===== src/core/ccfi_pkg.sv =====
// register map, field layout, reset values and fault codes for the
// control-channel fault injection and address remap block.
// assumes a 32-bit apb slave with word-aligned registers.
package ccfi_pkg;

    localparam int ADDR_W = 12;

    // register indices; byte address is four times the index
    localparam logic [7:0] IDX_FAULT = 8'h6f;
    localparam logic [7:0] IDX_TGT1 = 8'h70;
    localparam logic [7:0] IDX_TGT2 = 8'h71;
    localparam logic [7:0] IDX_TGT3 = 8'h72;
    localparam logic [7:0] IDX_ALIAS = 8'h80;
    localparam logic [7:0] IDX_STATUS = 8'h81;

    // fault register fields
    localparam int FORCE_BIT = 6;
    localparam int TYPE_LSB = 3;
    localparam int SEL_LSB = 0;

    // target registers hold the 7-bit address in bits 7-1
    localparam int TGT_LSB = 1;

    // alias register fields, 7 bits each
    localparam int ALIAS1_LSB = 0;
    localparam int ALIAS2_LSB = 8;
    localparam int ALIAS3_LSB = 16;

    // status register fields
    localparam int STAT_ARMED_BIT = 0;
    localparam int STAT_IDX_LSB = 4;
    localparam int STAT_SEQ_LSB = 8;

    // reset values
    localparam logic [2:0] FIELD3_RST = 3'h0;
    localparam logic [6:0] ADDR7_RST = 7'h00;

    // fault codes
    localparam logic [2:0] FT_NONE = 3'h0;
    localparam logic [2:0] FT_CRC = 3'h1;
    localparam logic [2:0] FT_SEQ = 3'h2;
    localparam logic [2:0] FT_DROP = 3'h3;
    localparam logic [2:0] FT_DATA_RND = 3'h4;
    localparam logic [2:0] FT_DATA_B0 = 3'h5;

    // bytes of a block that may carry a fault
    localparam int FRAME_WINDOW = 8;

    // random bit picker
    localparam logic [7:0] LFSR_SEED = 8'ha5;
    localparam logic [7:0] LFSR_TAPS = 8'hb8;

endpackage : ccfi_pkg


===== src/core/fault_byte_mutator.sv =====
// applies one selected fault to a forward control-channel byte.
// assumes apply is high only for the frame that takes the fault, and
// step pulses once per accepted frame to move the random source.
`timescale 1ns/100ps
module fault_byte_mutator (
    // clock and reset
    input wire logic pclk,
    input wire logic presetn,
    // frame in
    input wire logic [7:0] data_in,
    input wire logic [2:0] fault_type,
    input wire logic apply,
    input wire logic step,
    // frame out
    output logic [7:0] data_out,
    output logic crc_bad,
    output logic drop,
    output logic skip
);

    logic [7:0] lfsr_r;
    logic [7:0] lfsr_nxt;
    logic [2:0] rnd_bit;
    logic [7:0] flip_rnd;
    logic [7:0] flip_b0;
    logic [7:0] flip_mask;
    logic lfsr_fb;

    // galois style feedback, free of a zero lock-up from the seed
    assign lfsr_fb = lfsr_r[0];
    assign lfsr_nxt = (lfsr_r >> 1) ^ (lfsr_fb ? ccfi_pkg::LFSR_TAPS : 8'h00);

    always_ff @(posedge pclk or negedge presetn) begin
        if (!presetn) begin
            lfsr_r <= ccfi_pkg::LFSR_SEED;
        end else if (step) begin
            lfsr_r <= lfsr_nxt;
        end
    end

    // bit 0 is excluded; value 0 folds onto bit 7, a small skew accepted
    assign rnd_bit = (lfsr_r[2:0] == 3'h0) ? 3'h7 : lfsr_r[2:0];
    assign flip_rnd = 8'h01 << rnd_bit;
    assign flip_b0 = 8'h01;

    assign flip_mask = !apply ? 8'h00 :
        (fault_type == ccfi_pkg::FT_DATA_RND) ? flip_rnd :
        (fault_type == ccfi_pkg::FT_DATA_B0) ? flip_b0 : 8'h00;

    assign data_out = data_in ^ flip_mask;
    assign crc_bad = apply && (fault_type == ccfi_pkg::FT_CRC);
    assign skip = apply && (fault_type == ccfi_pkg::FT_SEQ);
    assign drop = apply && (fault_type == ccfi_pkg::FT_DROP);

endmodule : fault_byte_mutator


===== src/core/ctrl_channel_fault_inject_remap.sv =====
// forward control-channel frame stage: remaps alias addresses on start
// bytes and injects one software-requested fault into a chosen byte.
// assumes local i2c logic feeds bytes on pclk with a valid/ready pair,
// marks the start (address) byte of each block, and the link side drains
// frames with its own ready. registers sit behind a 32-bit apb slave.
//
// The APB interface to the registers was chosen for this implementation.
`timescale 1ns/100ps

module ctrl_channel_fault_inject_remap #(
    parameter int SEQ_W = 4
) (
    // clock and reset
    input wire logic pclk,
    input wire logic presetn,
    // apb slave
    input wire logic psel,
    input wire logic penable,
    input wire logic pwrite,
    input wire logic [ccfi_pkg::ADDR_W-1:0] paddr,
    input wire logic [31:0] pwdata,
    output logic [31:0] prdata,
    output logic pready,
    output logic pslverr,
    // local bytes toward the link
    input wire logic tx_valid,
    output logic tx_ready,
    input wire logic [7:0] tx_data,
    input wire logic tx_start,
    // forward control-channel frames
    output logic fc_valid,
    input wire logic fc_ready,
    output logic [7:0] fc_data,
    output logic [SEQ_W-1:0] fc_seq,
    output logic fc_crc_bad
);

    // byte address of a register index
    function automatic logic [ccfi_pkg::ADDR_W-1:0] reg_addr(
        input logic [7:0] idx
    );
        reg_addr = {{(ccfi_pkg::ADDR_W-10){1'b0}}, idx, 2'b00};
    endfunction : reg_addr

    // ---- register state
    logic [2:0] fault_type_select_r;
    logic [2:0] fault_byte_select_r;
    logic armed_r;
    logic armed_nxt;
    logic [6:0] remote_target_addr_1_r;
    logic [6:0] remote_target_addr_2_r;
    logic [6:0] remote_target_addr_3_r;
    logic [6:0] alias_addr_1_r;
    logic [6:0] alias_addr_2_r;
    logic [6:0] alias_addr_3_r;
    logic [31:0] prdata_r;
    logic pslverr_r;

    // ---- apb decode
    logic setup_ph;
    logic wr_en;
    logic hit_fault;
    logic hit_tgt1;
    logic hit_tgt2;
    logic hit_tgt3;
    logic hit_alias;
    logic hit_status;
    logic hit_any;
    logic [31:0] rd_mux;
    logic [31:0] fault_rd;
    logic [31:0] status_rd;

    assign setup_ph = psel && !penable;
    // zero wait states: every access phase completes at once
    assign pready = 1'b1;
    assign wr_en = psel && penable && pwrite;

    assign hit_fault = paddr == reg_addr(ccfi_pkg::IDX_FAULT);
    assign hit_tgt1 = paddr == reg_addr(ccfi_pkg::IDX_TGT1);
    assign hit_tgt2 = paddr == reg_addr(ccfi_pkg::IDX_TGT2);
    assign hit_tgt3 = paddr == reg_addr(ccfi_pkg::IDX_TGT3);
    assign hit_alias = paddr == reg_addr(ccfi_pkg::IDX_ALIAS);
    assign hit_status = paddr == reg_addr(ccfi_pkg::IDX_STATUS);
    assign hit_any = hit_fault || hit_tgt1 || hit_tgt2 || hit_tgt3 ||
        hit_alias || hit_status;

    // request bit never reads back; bit 7 reserved as zero
    assign fault_rd = (32'h0000_0000
        | (32'(fault_type_select_r) << ccfi_pkg::TYPE_LSB)
        | (32'(fault_byte_select_r) << ccfi_pkg::SEL_LSB));

    // ---- frame path state
    logic [SEQ_W-1:0] seq_r;
    logic [3:0] byte_idx_r;
    logic out_valid_r;
    logic [7:0] out_data_r;
    logic [SEQ_W-1:0] out_seq_r;
    logic out_crc_r;

    assign status_rd = (32'h0000_0000
        | (32'(armed_r) << ccfi_pkg::STAT_ARMED_BIT)
        | (32'(byte_idx_r) << ccfi_pkg::STAT_IDX_LSB)
        | (32'(seq_r) << ccfi_pkg::STAT_SEQ_LSB));

    assign rd_mux =
        hit_fault ? fault_rd :
        hit_tgt1 ? 32'({remote_target_addr_1_r, 1'b0}) :
        hit_tgt2 ? 32'({remote_target_addr_2_r, 1'b0}) :
        hit_tgt3 ? 32'({remote_target_addr_3_r, 1'b0}) :
        hit_alias ? (32'(alias_addr_1_r) << ccfi_pkg::ALIAS1_LSB
            | 32'(alias_addr_2_r) << ccfi_pkg::ALIAS2_LSB
            | 32'(alias_addr_3_r) << ccfi_pkg::ALIAS3_LSB) :
        hit_status ? status_rd : 32'h0000_0000;

    // read data and error are caught in setup so both come from flops
    always_ff @(posedge pclk or negedge presetn) begin
        if (!presetn) begin
            prdata_r <= 32'h0000_0000;
            pslverr_r <= 1'b0;
        end else if (setup_ph) begin
            prdata_r <= pwrite ? 32'h0000_0000 : rd_mux;
            pslverr_r <= !hit_any;
        end
    end

    assign prdata = prdata_r;
    assign pslverr = psel && penable && pslverr_r;

    // ---- writable fields
    always_ff @(posedge pclk or negedge presetn) begin
        if (!presetn) begin
            fault_type_select_r <= ccfi_pkg::FIELD3_RST;
            fault_byte_select_r <= ccfi_pkg::FIELD3_RST;
        end else if (wr_en && hit_fault) begin
            fault_type_select_r <= pwdata[ccfi_pkg::TYPE_LSB +: 3];
            fault_byte_select_r <= pwdata[ccfi_pkg::SEL_LSB +: 3];
        end
    end

    always_ff @(posedge pclk or negedge presetn) begin
        if (!presetn) begin
            remote_target_addr_1_r <= ccfi_pkg::ADDR7_RST;
            remote_target_addr_2_r <= ccfi_pkg::ADDR7_RST;
            remote_target_addr_3_r <= ccfi_pkg::ADDR7_RST;
        end else if (wr_en) begin
            if (hit_tgt1) begin
                remote_target_addr_1_r <= pwdata[ccfi_pkg::TGT_LSB +: 7];
            end
            if (hit_tgt2) begin
                remote_target_addr_2_r <= pwdata[ccfi_pkg::TGT_LSB +: 7];
            end
            if (hit_tgt3) begin
                remote_target_addr_3_r <= pwdata[ccfi_pkg::TGT_LSB +: 7];
            end
        end
    end

    always_ff @(posedge pclk or negedge presetn) begin
        if (!presetn) begin
            alias_addr_1_r <= ccfi_pkg::ADDR7_RST;
            alias_addr_2_r <= ccfi_pkg::ADDR7_RST;
            alias_addr_3_r <= ccfi_pkg::ADDR7_RST;
        end else if (wr_en && hit_alias) begin
            alias_addr_1_r <= pwdata[ccfi_pkg::ALIAS1_LSB +: 7];
            alias_addr_2_r <= pwdata[ccfi_pkg::ALIAS2_LSB +: 7];
            alias_addr_3_r <= pwdata[ccfi_pkg::ALIAS3_LSB +: 7];
        end
    end

    // ---- frame acceptance
    logic take;
    logic in_window;
    logic [3:0] cur_idx;
    logic hit_byte;
    logic apply;
    logic req_write;

    assign tx_ready = !out_valid_r || fc_ready;
    assign take = tx_valid && tx_ready;

    // a start byte opens a new block at index zero
    assign cur_idx = tx_start ? 4'h0 : byte_idx_r;
    assign in_window = cur_idx < 4'(ccfi_pkg::FRAME_WINDOW);
    assign hit_byte = in_window && (cur_idx[2:0] == fault_byte_select_r);
    assign apply = armed_r && hit_byte;

    // request arms; a request landing on the consuming frame survives
    assign req_write = wr_en && hit_fault && pwdata[ccfi_pkg::FORCE_BIT];
    assign armed_nxt = req_write ? 1'b1 :
        (take && apply) ? 1'b0 : armed_r;

    // ---- address remap on start bytes
    logic [6:0] addr_in;
    logic [6:0] addr_out;
    logic [7:0] remapped;

    assign addr_in = tx_data[7:1];
    assign addr_out =
        (addr_in == alias_addr_1_r) ? remote_target_addr_1_r :
        (addr_in == alias_addr_2_r) ? remote_target_addr_2_r :
        (addr_in == alias_addr_3_r) ? remote_target_addr_3_r : addr_in;
    assign remapped = tx_start ? {addr_out, tx_data[0]} : tx_data;

    // ---- fault application
    logic [7:0] mut_data;
    logic mut_crc;
    logic mut_drop;
    logic mut_skip;

    fault_byte_mutator u_mutator (
        .pclk(pclk),
        .presetn(presetn),
        .data_in(remapped),
        .fault_type(fault_type_select_r),
        .apply(apply),
        .step(take),
        .data_out(mut_data),
        .crc_bad(mut_crc),
        .drop(mut_drop),
        .skip(mut_skip)
    );

    // ---- sequence numbering
    logic [SEQ_W-1:0] seq_use;
    logic [SEQ_W-1:0] seq_nxt;

    // skipped number is simply never sent; a dropped frame still uses one
    assign seq_use = mut_skip ? seq_r + SEQ_W'(1) : seq_r;
    assign seq_nxt = seq_use + SEQ_W'(1);

    always_ff @(posedge pclk or negedge presetn) begin
        if (!presetn) begin
            armed_r <= 1'b0;
            seq_r <= '0;
            byte_idx_r <= 4'h0;
        end else begin
            armed_r <= armed_nxt;
            if (take) begin
                seq_r <= seq_nxt;
                // saturate past the window so late bytes never match
                byte_idx_r <= in_window ? cur_idx + 4'h1 : cur_idx;
            end
        end
    end

    // ---- output register
    always_ff @(posedge pclk or negedge presetn) begin
        if (!presetn) begin
            out_valid_r <= 1'b0;
            out_data_r <= 8'h00;
            out_seq_r <= '0;
            out_crc_r <= 1'b0;
        end else if (take) begin
            out_valid_r <= !mut_drop;
            out_data_r <= mut_data;
            out_seq_r <= seq_use;
            out_crc_r <= mut_crc;
        end else if (fc_ready) begin
            out_valid_r <= 1'b0;
        end
    end

    assign fc_valid = out_valid_r;
    assign fc_data = out_data_r;
    assign fc_seq = out_seq_r;
    assign fc_crc_bad = out_crc_r;

endmodule : ctrl_channel_fault_inject_remap


===== config.mk =====
export PLATFORM = sky130hd
export DESIGN_NAME = ctrl_channel_fault_inject_remap
export DESIGN_NICKNAME = d
export VERILOG_FILES = /design/src/core/ccfi_pkg.sv /design/src/core/fault_byte_mutator.sv /design/src/core/ctrl_channel_fault_inject_remap.sv
export SDC_FILE = /design/constraint.sdc
export NUM_CORES = 1
export LEC_CHECK = 0
export BUFFER_PORTS_ARGS = -buffer_cell sky130_fd_sc_hd__buf_4
export CAP_MARGIN = 20
export CELL_PAD_IN_SITES_DETAIL_PLACEMENT = 1
export CELL_PAD_IN_SITES_GLOBAL_PLACEMENT = 1
export CORE_UTILIZATION = 46
export DETAILED_ROUTE_END_ITERATION = 10
export PLACE_DENSITY_LB_ADDON = 0.1
export SYNTH_ARGS = -nofsm -noshare
export SYNTH_HDL_FRONTEND = slang
export SYNTH_SLANG_ARGS = --single-unit

===== constraint.sdc =====
create_clock -name pclk -period 4.4 [get_ports pclk]
set_input_delay 0.66 -clock pclk [delete_from_list [all_inputs] [get_ports pclk]]
set_output_delay 0.66 -clock pclk [all_outputs]
set_load 0.01 [all_outputs]

==> results.md, run 1 <==
* Top cell type's share of synthesized area at 42.6%
* ANT nets after route at 0
* Critical path's slowest cell: a311oi_2
* Sequential fraction of the synthesis area at 44.4%
* Largest cells by area after synthesis: dfrtp_1 (43%), mux2_2 (11%), nand2_1 (4.1%)
* Post-synth EDFFs at 0
* Peak VDD IR at 0.170 mV
* RR Endpoint: fc_data[2]
* Syn_area_per_cell at 10.1 um^2
* Crit path largest cell delay at 0.46 ns
* Die H at 114 um
* RSZ-0062 raised after global routing: no
* Max Slew Vio Count at 0
* Cell taking the most area after synthesis: dfrtp_1
* Max Root-Sink Buffers at 2
* Initial antenna violation count at 0
* # Post-CTS Setup Buffers at 0
* # resized after CTS at 0
* M1 GR Usage at 38.4%
* Routed length per instance at 21.5 um
* Clock transition at the registers of the reported paths at 0.07 ns
* Cells after synthesis at 572
* Layout cells sized above 1 at 28.7%
* CP max FO at 23
* Final Total Pwr at 2.51 mW
* CTS sink cnt at 102
* Largest net degree at the start of global routing at 70
* Placement Rows at 40
* Gr usage total at 28.9%
* Synth Warn # at 0
* Post-Route WL at 17,600 um
* Netlist cell types at 68
* Gpl congestion at 0.880
* R2R depth at 7
* GRT met3 Usage at 3.72%
* First-pass GRT wire length at 28,100 um
* P_leak at 3.16 nW
* Worst setup margin at 1.59 ns
* Die Width at 114 um
* Fillers at 1,380
* Pre-CTS setup slack at 1.22 ns
* Detailed placement HPWL at 12,500 um
* R2R Setup Slk at 1.72 ns
* IO Pins at 109
* Placed cell count at 800
* CTS H-tree lvls at 3
* Post-route DRC at 0
* Crit path cell chain: buf_4, inv_1, o21ai_1, a311oi_2, nand4_1, and4_1, o311ai_0, nand3_1
* Tmin final at 2.81 ns
* Starting Density at 47.5%
* Critical path depth in cells at 8
* Final Cycle Share at 63.9%
* Cts bufs inserted at 9
* Antenna Cells at 0
* Most frequent cells in the layout: dfrtp_1 (98), buf_4 (97), nand2_1 (63), mux2_2 (58), nor2_1 (34)
* Most common cell after layout, fill and taps aside: dfrtp_1
* Final setup violation count at 0
* Final setup TNS at 0 ns
* Post-Syn Area at 5750 um^2
* Critical Path AT at 3.03 ns
* WP buf/inv at 2
* Post-synth ARST share at 100%
* Worst-margin pin slew at 1.05 ns
* # hold bufs at CTS at 0
* Sw Pwr at 0.750 mW
* Fmax at 355 MHz
* Flops & latches, synth at 102
* Cell Pwr Density at 367 nW/um^2
* Via count at 4,841
* Status: complete, no violations
* Final hold viol count at 0
* Layout net count at 705
* Vias per inst at 5.93
* Critical path class: input port to register
* Worst hold-check path type: input port to async pin
* DR iter-0 viols at 316
* Clock network power share at 36.1%
* Layout area overhead at 19.0%
* Switching Share at 29.9%
* Crit path launch type: input port
* GR peak layer: met2
* R2R Path Start: alias_addr_3_r[0]
* Main synth FF type: dfrtp_1
* CTS tree: yes
* Die area at 13,000 um^2
* DR pass1 iterations at 5
* Number of I/O port buffers at 87
* Register share of total power at 45.9%
* Final global-route overflow total at 0
* Met2 Use GR at 46.9%
* Combinational fraction of design power at 18.0%
* Crit path max-delay family: compound AO/OA/AOI/OAI gates
* Worst Setup End Kind: register
* Core area at 12,100 um^2
* CP Data Required Time at 4.62 ns
* Worst rel slew slack at 30.2%
* Number of global-route vias before repair at 5,061
* Clock Skew at 0.00785 ns
* Clk Latency, worst-skew pair at 0.36 ns
* Cell Count, Final, Fillers Out at 816
* Max_cap viols at 0
* CTS root buffer: clkbuf_16
* Int Power at 1.76 mW
-- Yosys cell counts, types with 5 or more instances --
cell type  instances
xnor2_1           17
a222oi_1           5
a21oi_1           14
inv_1             15
o21ai_0           27
nor2_1            35
nand2b_1           6
o211ai_1           7
mux2i_1           10
clkbuf_1          26
a211oi_1           5
dfrtp_1           98
buf_4             11
nor3_1            15
a22o_1            13
a22oi_1            6
nand2_1           63
nand3_1           13
mux2_2            58
xor2_1            18
buf_2              6
nor2b_1            8
nand4_1            9
-- layout make-up --
| class | instances | area (um^2) | share of cell area, % |
|---|---|---|---|
| timing repair buffer | 97 | 728 | 10.6 |
| inverter | 15 | 56.3 | 0.822 |
| sequential | 102 | 2560 | 37.4 |
| clock buffer | 11 | 243 | 3.55 |
| multi-input combinational | 418 | 2960 | 43.3 |
| tap | 168 | 210 | 3.07 |
| clock inverter | 5 | 90.1 | 1.32 |
-- per-stage QoR --
stage	utilization [%]	cell area, um^2	hold slack, ns
2_1_floorplan	-	5790	0.364
3_3_place_gp	53.8	6510	0.448
3_5_place_dp	53.8	6510	0.458
4_1_cts	56.5	6850	0.464
5_1_grt	56.5	6850	0.477
6_report	56.5	6850	0.431
-- sequential cells by signal, indices dropped and copies added, names as in the netlist --
register / cells
prdata: 22
armed_r: 1
fault_byte_select_r: 3
fault_type_select_r: 3
remote_target_addr_1_r: 7
alias_addr_2_r: 7
fc_seq: 4
alias_addr_3_r: 7
seq_r: 4
pslverr_r: 1
fc_data: 8
byte_idx_r: 4
alias_addr_1_r: 7
remote_target_addr_2_r: 7
remote_target_addr_3_r: 7
fc_crc_bad: 1
fc_valid: 1
u_mutator.lfsr_r: 8
-- power groups by stage --
stage / combinational [mW] / clock (mW) / sequential (mW)
2_1_floorplan: 0.316 / 0 / 1.11
3_3_place_gp: 0.423 / 0 / 1.16
3_5_place_dp: 0.446 / 0 / 1.17
4_1_cts: 0.454 / 0.913 / 1.15
5_1_grt: 0.498 / 0.948 / 1.17
6_report: 0.451 / 0.906 / 1.15
-- worst reg2reg max path, delay by kind of cell, from the launching register on --
kind / cells / cell delay [ns]
muxes: 2 / 0.72
xor gates and xnor gates: 1 / 0.18
AOI/OAI and AO/OA: 2 / 0.42
DFF: 1 / 0.41
and+or+nand+nor: 2 / 0.85
-- routing by layer --
metal | part of all wire (%) | wire [um]
met4 | 3.5 | 611
met3 | 4.9 | 863
met5 | 0 | 0
met1 | 44 | 7750
met2 | 47 | 8330
-- cell families (layout without fill, tap and decap cells) --
kind of cell    after synthesis  after routing  synth area share, %
fa+ha+maj                     2              2                0.435
mux                          69             69                 13.3
other cells                   2             11                0.131
simple gates                190            190                 17.6
buf+inv                      61            128                 4.83
flops                       102            102                 44.4
xor+xnor                     35             35                 5.33
compound gates              111            111                 13.9
-- worst max-delay path by stage --
stage | from | to | slack [ns]
3_3_place_gp | tx_start | fc_data[4] | 1.34
5_1_grt | tx_start | fc_data[1] | 1.37
3_5_place_dp | tx_start | fc_data[1] | 1.22
2_1_floorplan | tx_data[5] | fc_data[7] | 1.76
6_report | tx_start | fc_data[1] | 1.59
4_1_cts | tx_start | fc_data[1] | 1.57
Power figures use the tool's default switching activity.
==> run 2: changes to the inputs <==
CORE_UTILIZATION = 43   (was 46)
clock period = 3 ns   (was 4.4 ns; I/O delays follow)
==> run 2 against run 1 <==
Sequential cell count stayed put. Via count decreased by 0.39%. Power increased by 43%. Register-to-register slack got worse by 1.3 ns. Cell count up 2.3%. Clock-buffer cell count increased by 1. Largest cell class unchanged.
==> results.md, run 2 (synthesis results as in run 1) <==
* Status: complete, no violations
* Fmax at 392 MHz
* Clk Latency, worst-skew pair at 0.35 ns (about the same)
* Initial antenna violation count at 0 (unchanged)
* Register Area at 2560 um^2 (unchanged)
* Crit path launch type: register
* Critical path class: register to register
* Post-route DRC at 0 (unchanged)
* Detailed placement HPWL at 12,800 um (+1.9%)
* # Post-CTS Setup Buffers at 0 (unchanged)
* Placement Rows at 41 (+2.5%)
* Number of global-route vias before repair at 5,078 (+0.34%)
* Max_cap viols at 0 (unchanged)
* ANT nets after route at 0 (unchanged)
* Max Root-Sink Buffers at 2 (unchanged)
* Crit path cell chain: or2b_1, o21ai_1, a311oi_2, nand4_1, and4_1, o311ai_0, nand3_1
* CP Data Required Time at 3.22 ns (-1.40 ns)
* Most common cell after layout, fill and taps aside: buf_4
* Die Width at 118 um (+3.4%)
* Vias per inst at 5.77 (-2.7%)
* Die area at 13,800 um^2 (+6.9%)
* Core area at 12,800 um^2 (+5.9%)
* DR iter-0 viols at 249 (-21%)
* CTS tree: yes
* Gpl congestion at 0.850 (-3.4%)
* RSZ-0062 raised after global routing: no
* IO Pins at 109 (unchanged)
* Final setup violation count at 0 (unchanged)
* Cell Pwr Density at 514 nW/um^2 (+40%)
* # resized after CTS at 0 (unchanged)
* Tmin final at 2.55 ns
* First-pass GRT wire length at 28,400 um (+0.84%)
* Die H at 118 um (+3.4%)
* Antenna Cells at 0 (unchanged)
* Routed length per instance at 20.8 um (-3.6%)
* P_leak at 3.24 nW (+2.5%)
* Layout cells sized above 1 at 30.5% (+1.8 points)
* Number of I/O port buffers at 87 (unchanged)
* RR Endpoint: fc_data[1]
* Max Slew Vio Count at 0 (unchanged)
* Worst-margin pin slew at 0.959 ns (-0.0881 ns)
* R2R Setup Slk at 0.45 ns (-1.27 ns)
* Gr usage total at 26.4% (-2.5 points)
* Hold Slack at 0.147 ns (-0.283 ns)
* CTS H-tree lvls at 3 (unchanged)
* Critical path's slowest cell: a311oi_2
* Via count at 4,822 (-0.39%)
* Starting Density at 44.9% (-2.6 points)
* Post-Route WL at 17,300 um (-1.3%)
* Max reg flops at 22 (unchanged)
* Worst Setup End Kind: register
* DR pass1 iterations at 4 (-1)
* Layout net count at 720 (+2.1%)
* Critical Path AT at 2.77 ns (-0.26 ns)
* CTS sink cnt at 102 (unchanged)
* # hold bufs at CTS at 0 (unchanged)
* Crit path largest cell delay at 0.47 ns (about the same)
* Largest net degree at the start of global routing at 55 (-21%)
* CP max FO at 7 (-70%)
* R2R Path Start: byte_idx_r[3]
* R2R depth at 7 (unchanged)
* Most frequent cells in the layout: buf_4 (111), dfrtp_1 (98), nand2_1 (63), mux2_2 (58), nor2_1 (34)
* Worst rel slew slack at 35.5% (+5.3 points)
* Clock transition at the registers of the reported paths at 0.07 ns (about the same)
* Area taken by multi-input logic gates at 2960 um^2 (unchanged)
* Final setup TNS at 0 ns (unchanged)
* Fillers at 1,415 (+2.5%)
* CTS root buffer: clkbuf_16
* Cts bufs inserted at 9 (unchanged)
* Final hold viol count at 0 (unchanged)
* Layout area overhead at 21.0%
* Final Cycle Share at 85.1%
* Final global-route overflow total at 0 (unchanged)
* Clock Skew at 0.00765 ns (-0.000206 ns)
* Peak VDD IR at 0.319 mV (+88%)
* Worst hold-check path type: input port to async pin
[run 2: changes by cell type in the layout (fill, tap and decap cells not counted), sizes merged]
cell and change:
buf +15, bufinv -1, clkbuf +1, clkinv +2, clkinvlp -1, inv -1
[run 2: area by class of cell]
| class | instances | area share, % |
|---|---|---|
| multi-input combinational | 418 | 42.5 |
| sequential | 102 | 36.7 |
| timing repair buffer | 112 | 12.3 |
| clock buffer | 12 | 3.83 |
| tap | 172 | 3.09 |
| inverter | 15 | 0.809 |
| clock inverter | 4 | 0.755 |
[run 2: how the worst max path moves through the flow]
stage	from	to	cells past startpoint
floorplan	tx_data[5]	fc_data[7]	8
global placement	paddr[8]	prdata[8]	9
detailed placement	tx_start	fc_data[1]	8
CTS	byte_idx_r[3]	fc_data[1]	7
global route	byte_idx_r[3]	fc_data[1]	7
finish	byte_idx_r[3]	fc_data[1]	7
[run 2: per-stage QoR]
step / instance area [um^2] / setup slack (ns) / std cells / power, mW / util, %
final: 6960 / 0.448 / 835 / 3.58 / 54.3
after global routing: 6960 / 0.153 / 835 / 3.77 / 54.3
after CTS: 6960 / 0.458 / 835 / 3.62 / 54.3
after detailed placement: 6640 / 0.224 / 819 / 2.37 / 51.8
after global placement: 6640 / 0.320 / 819 / 2.33 / 51.8
after floorplan: 5790 / 0.572 / 581 / 2.10 / -
[run 2: worst max-delay path, delay by kind of cell (launching register included)]
family | cells | cell delay, ns
flip-flops | 1 | 0.42
AO/OA/AOI/OAI | 3 | 0.92
AND/OR/NAND/NOR | 4 | 1.08
[run 2: where the power goes]
| group | switching (mW) | internal [mW] | total (mW) |
|---|---|---|---|
| logic | 0.350 | 0.305 | 0.655 |
| clock network | 0.519 | 0.719 | 1.24 |
| registers | 0.170 | 1.52 | 1.69 |
| total | 1.04 | 2.54 | 3.58 |
[run 2: per-layer routing]
| layer | global-route usage [%] | share of wire, % | up-vias |
|---|---|---|---|
| met1 | 35.3 | 45 | 2433 |
| met3 | 5.96 | 5.5 | 24 |
| met4 | 7.13 | 1.7 | 0 |
| met2 | 42.9 | 48 | 136 |
| met5 | 0 | 0 | - |
| li1 | - | - | 2229 |
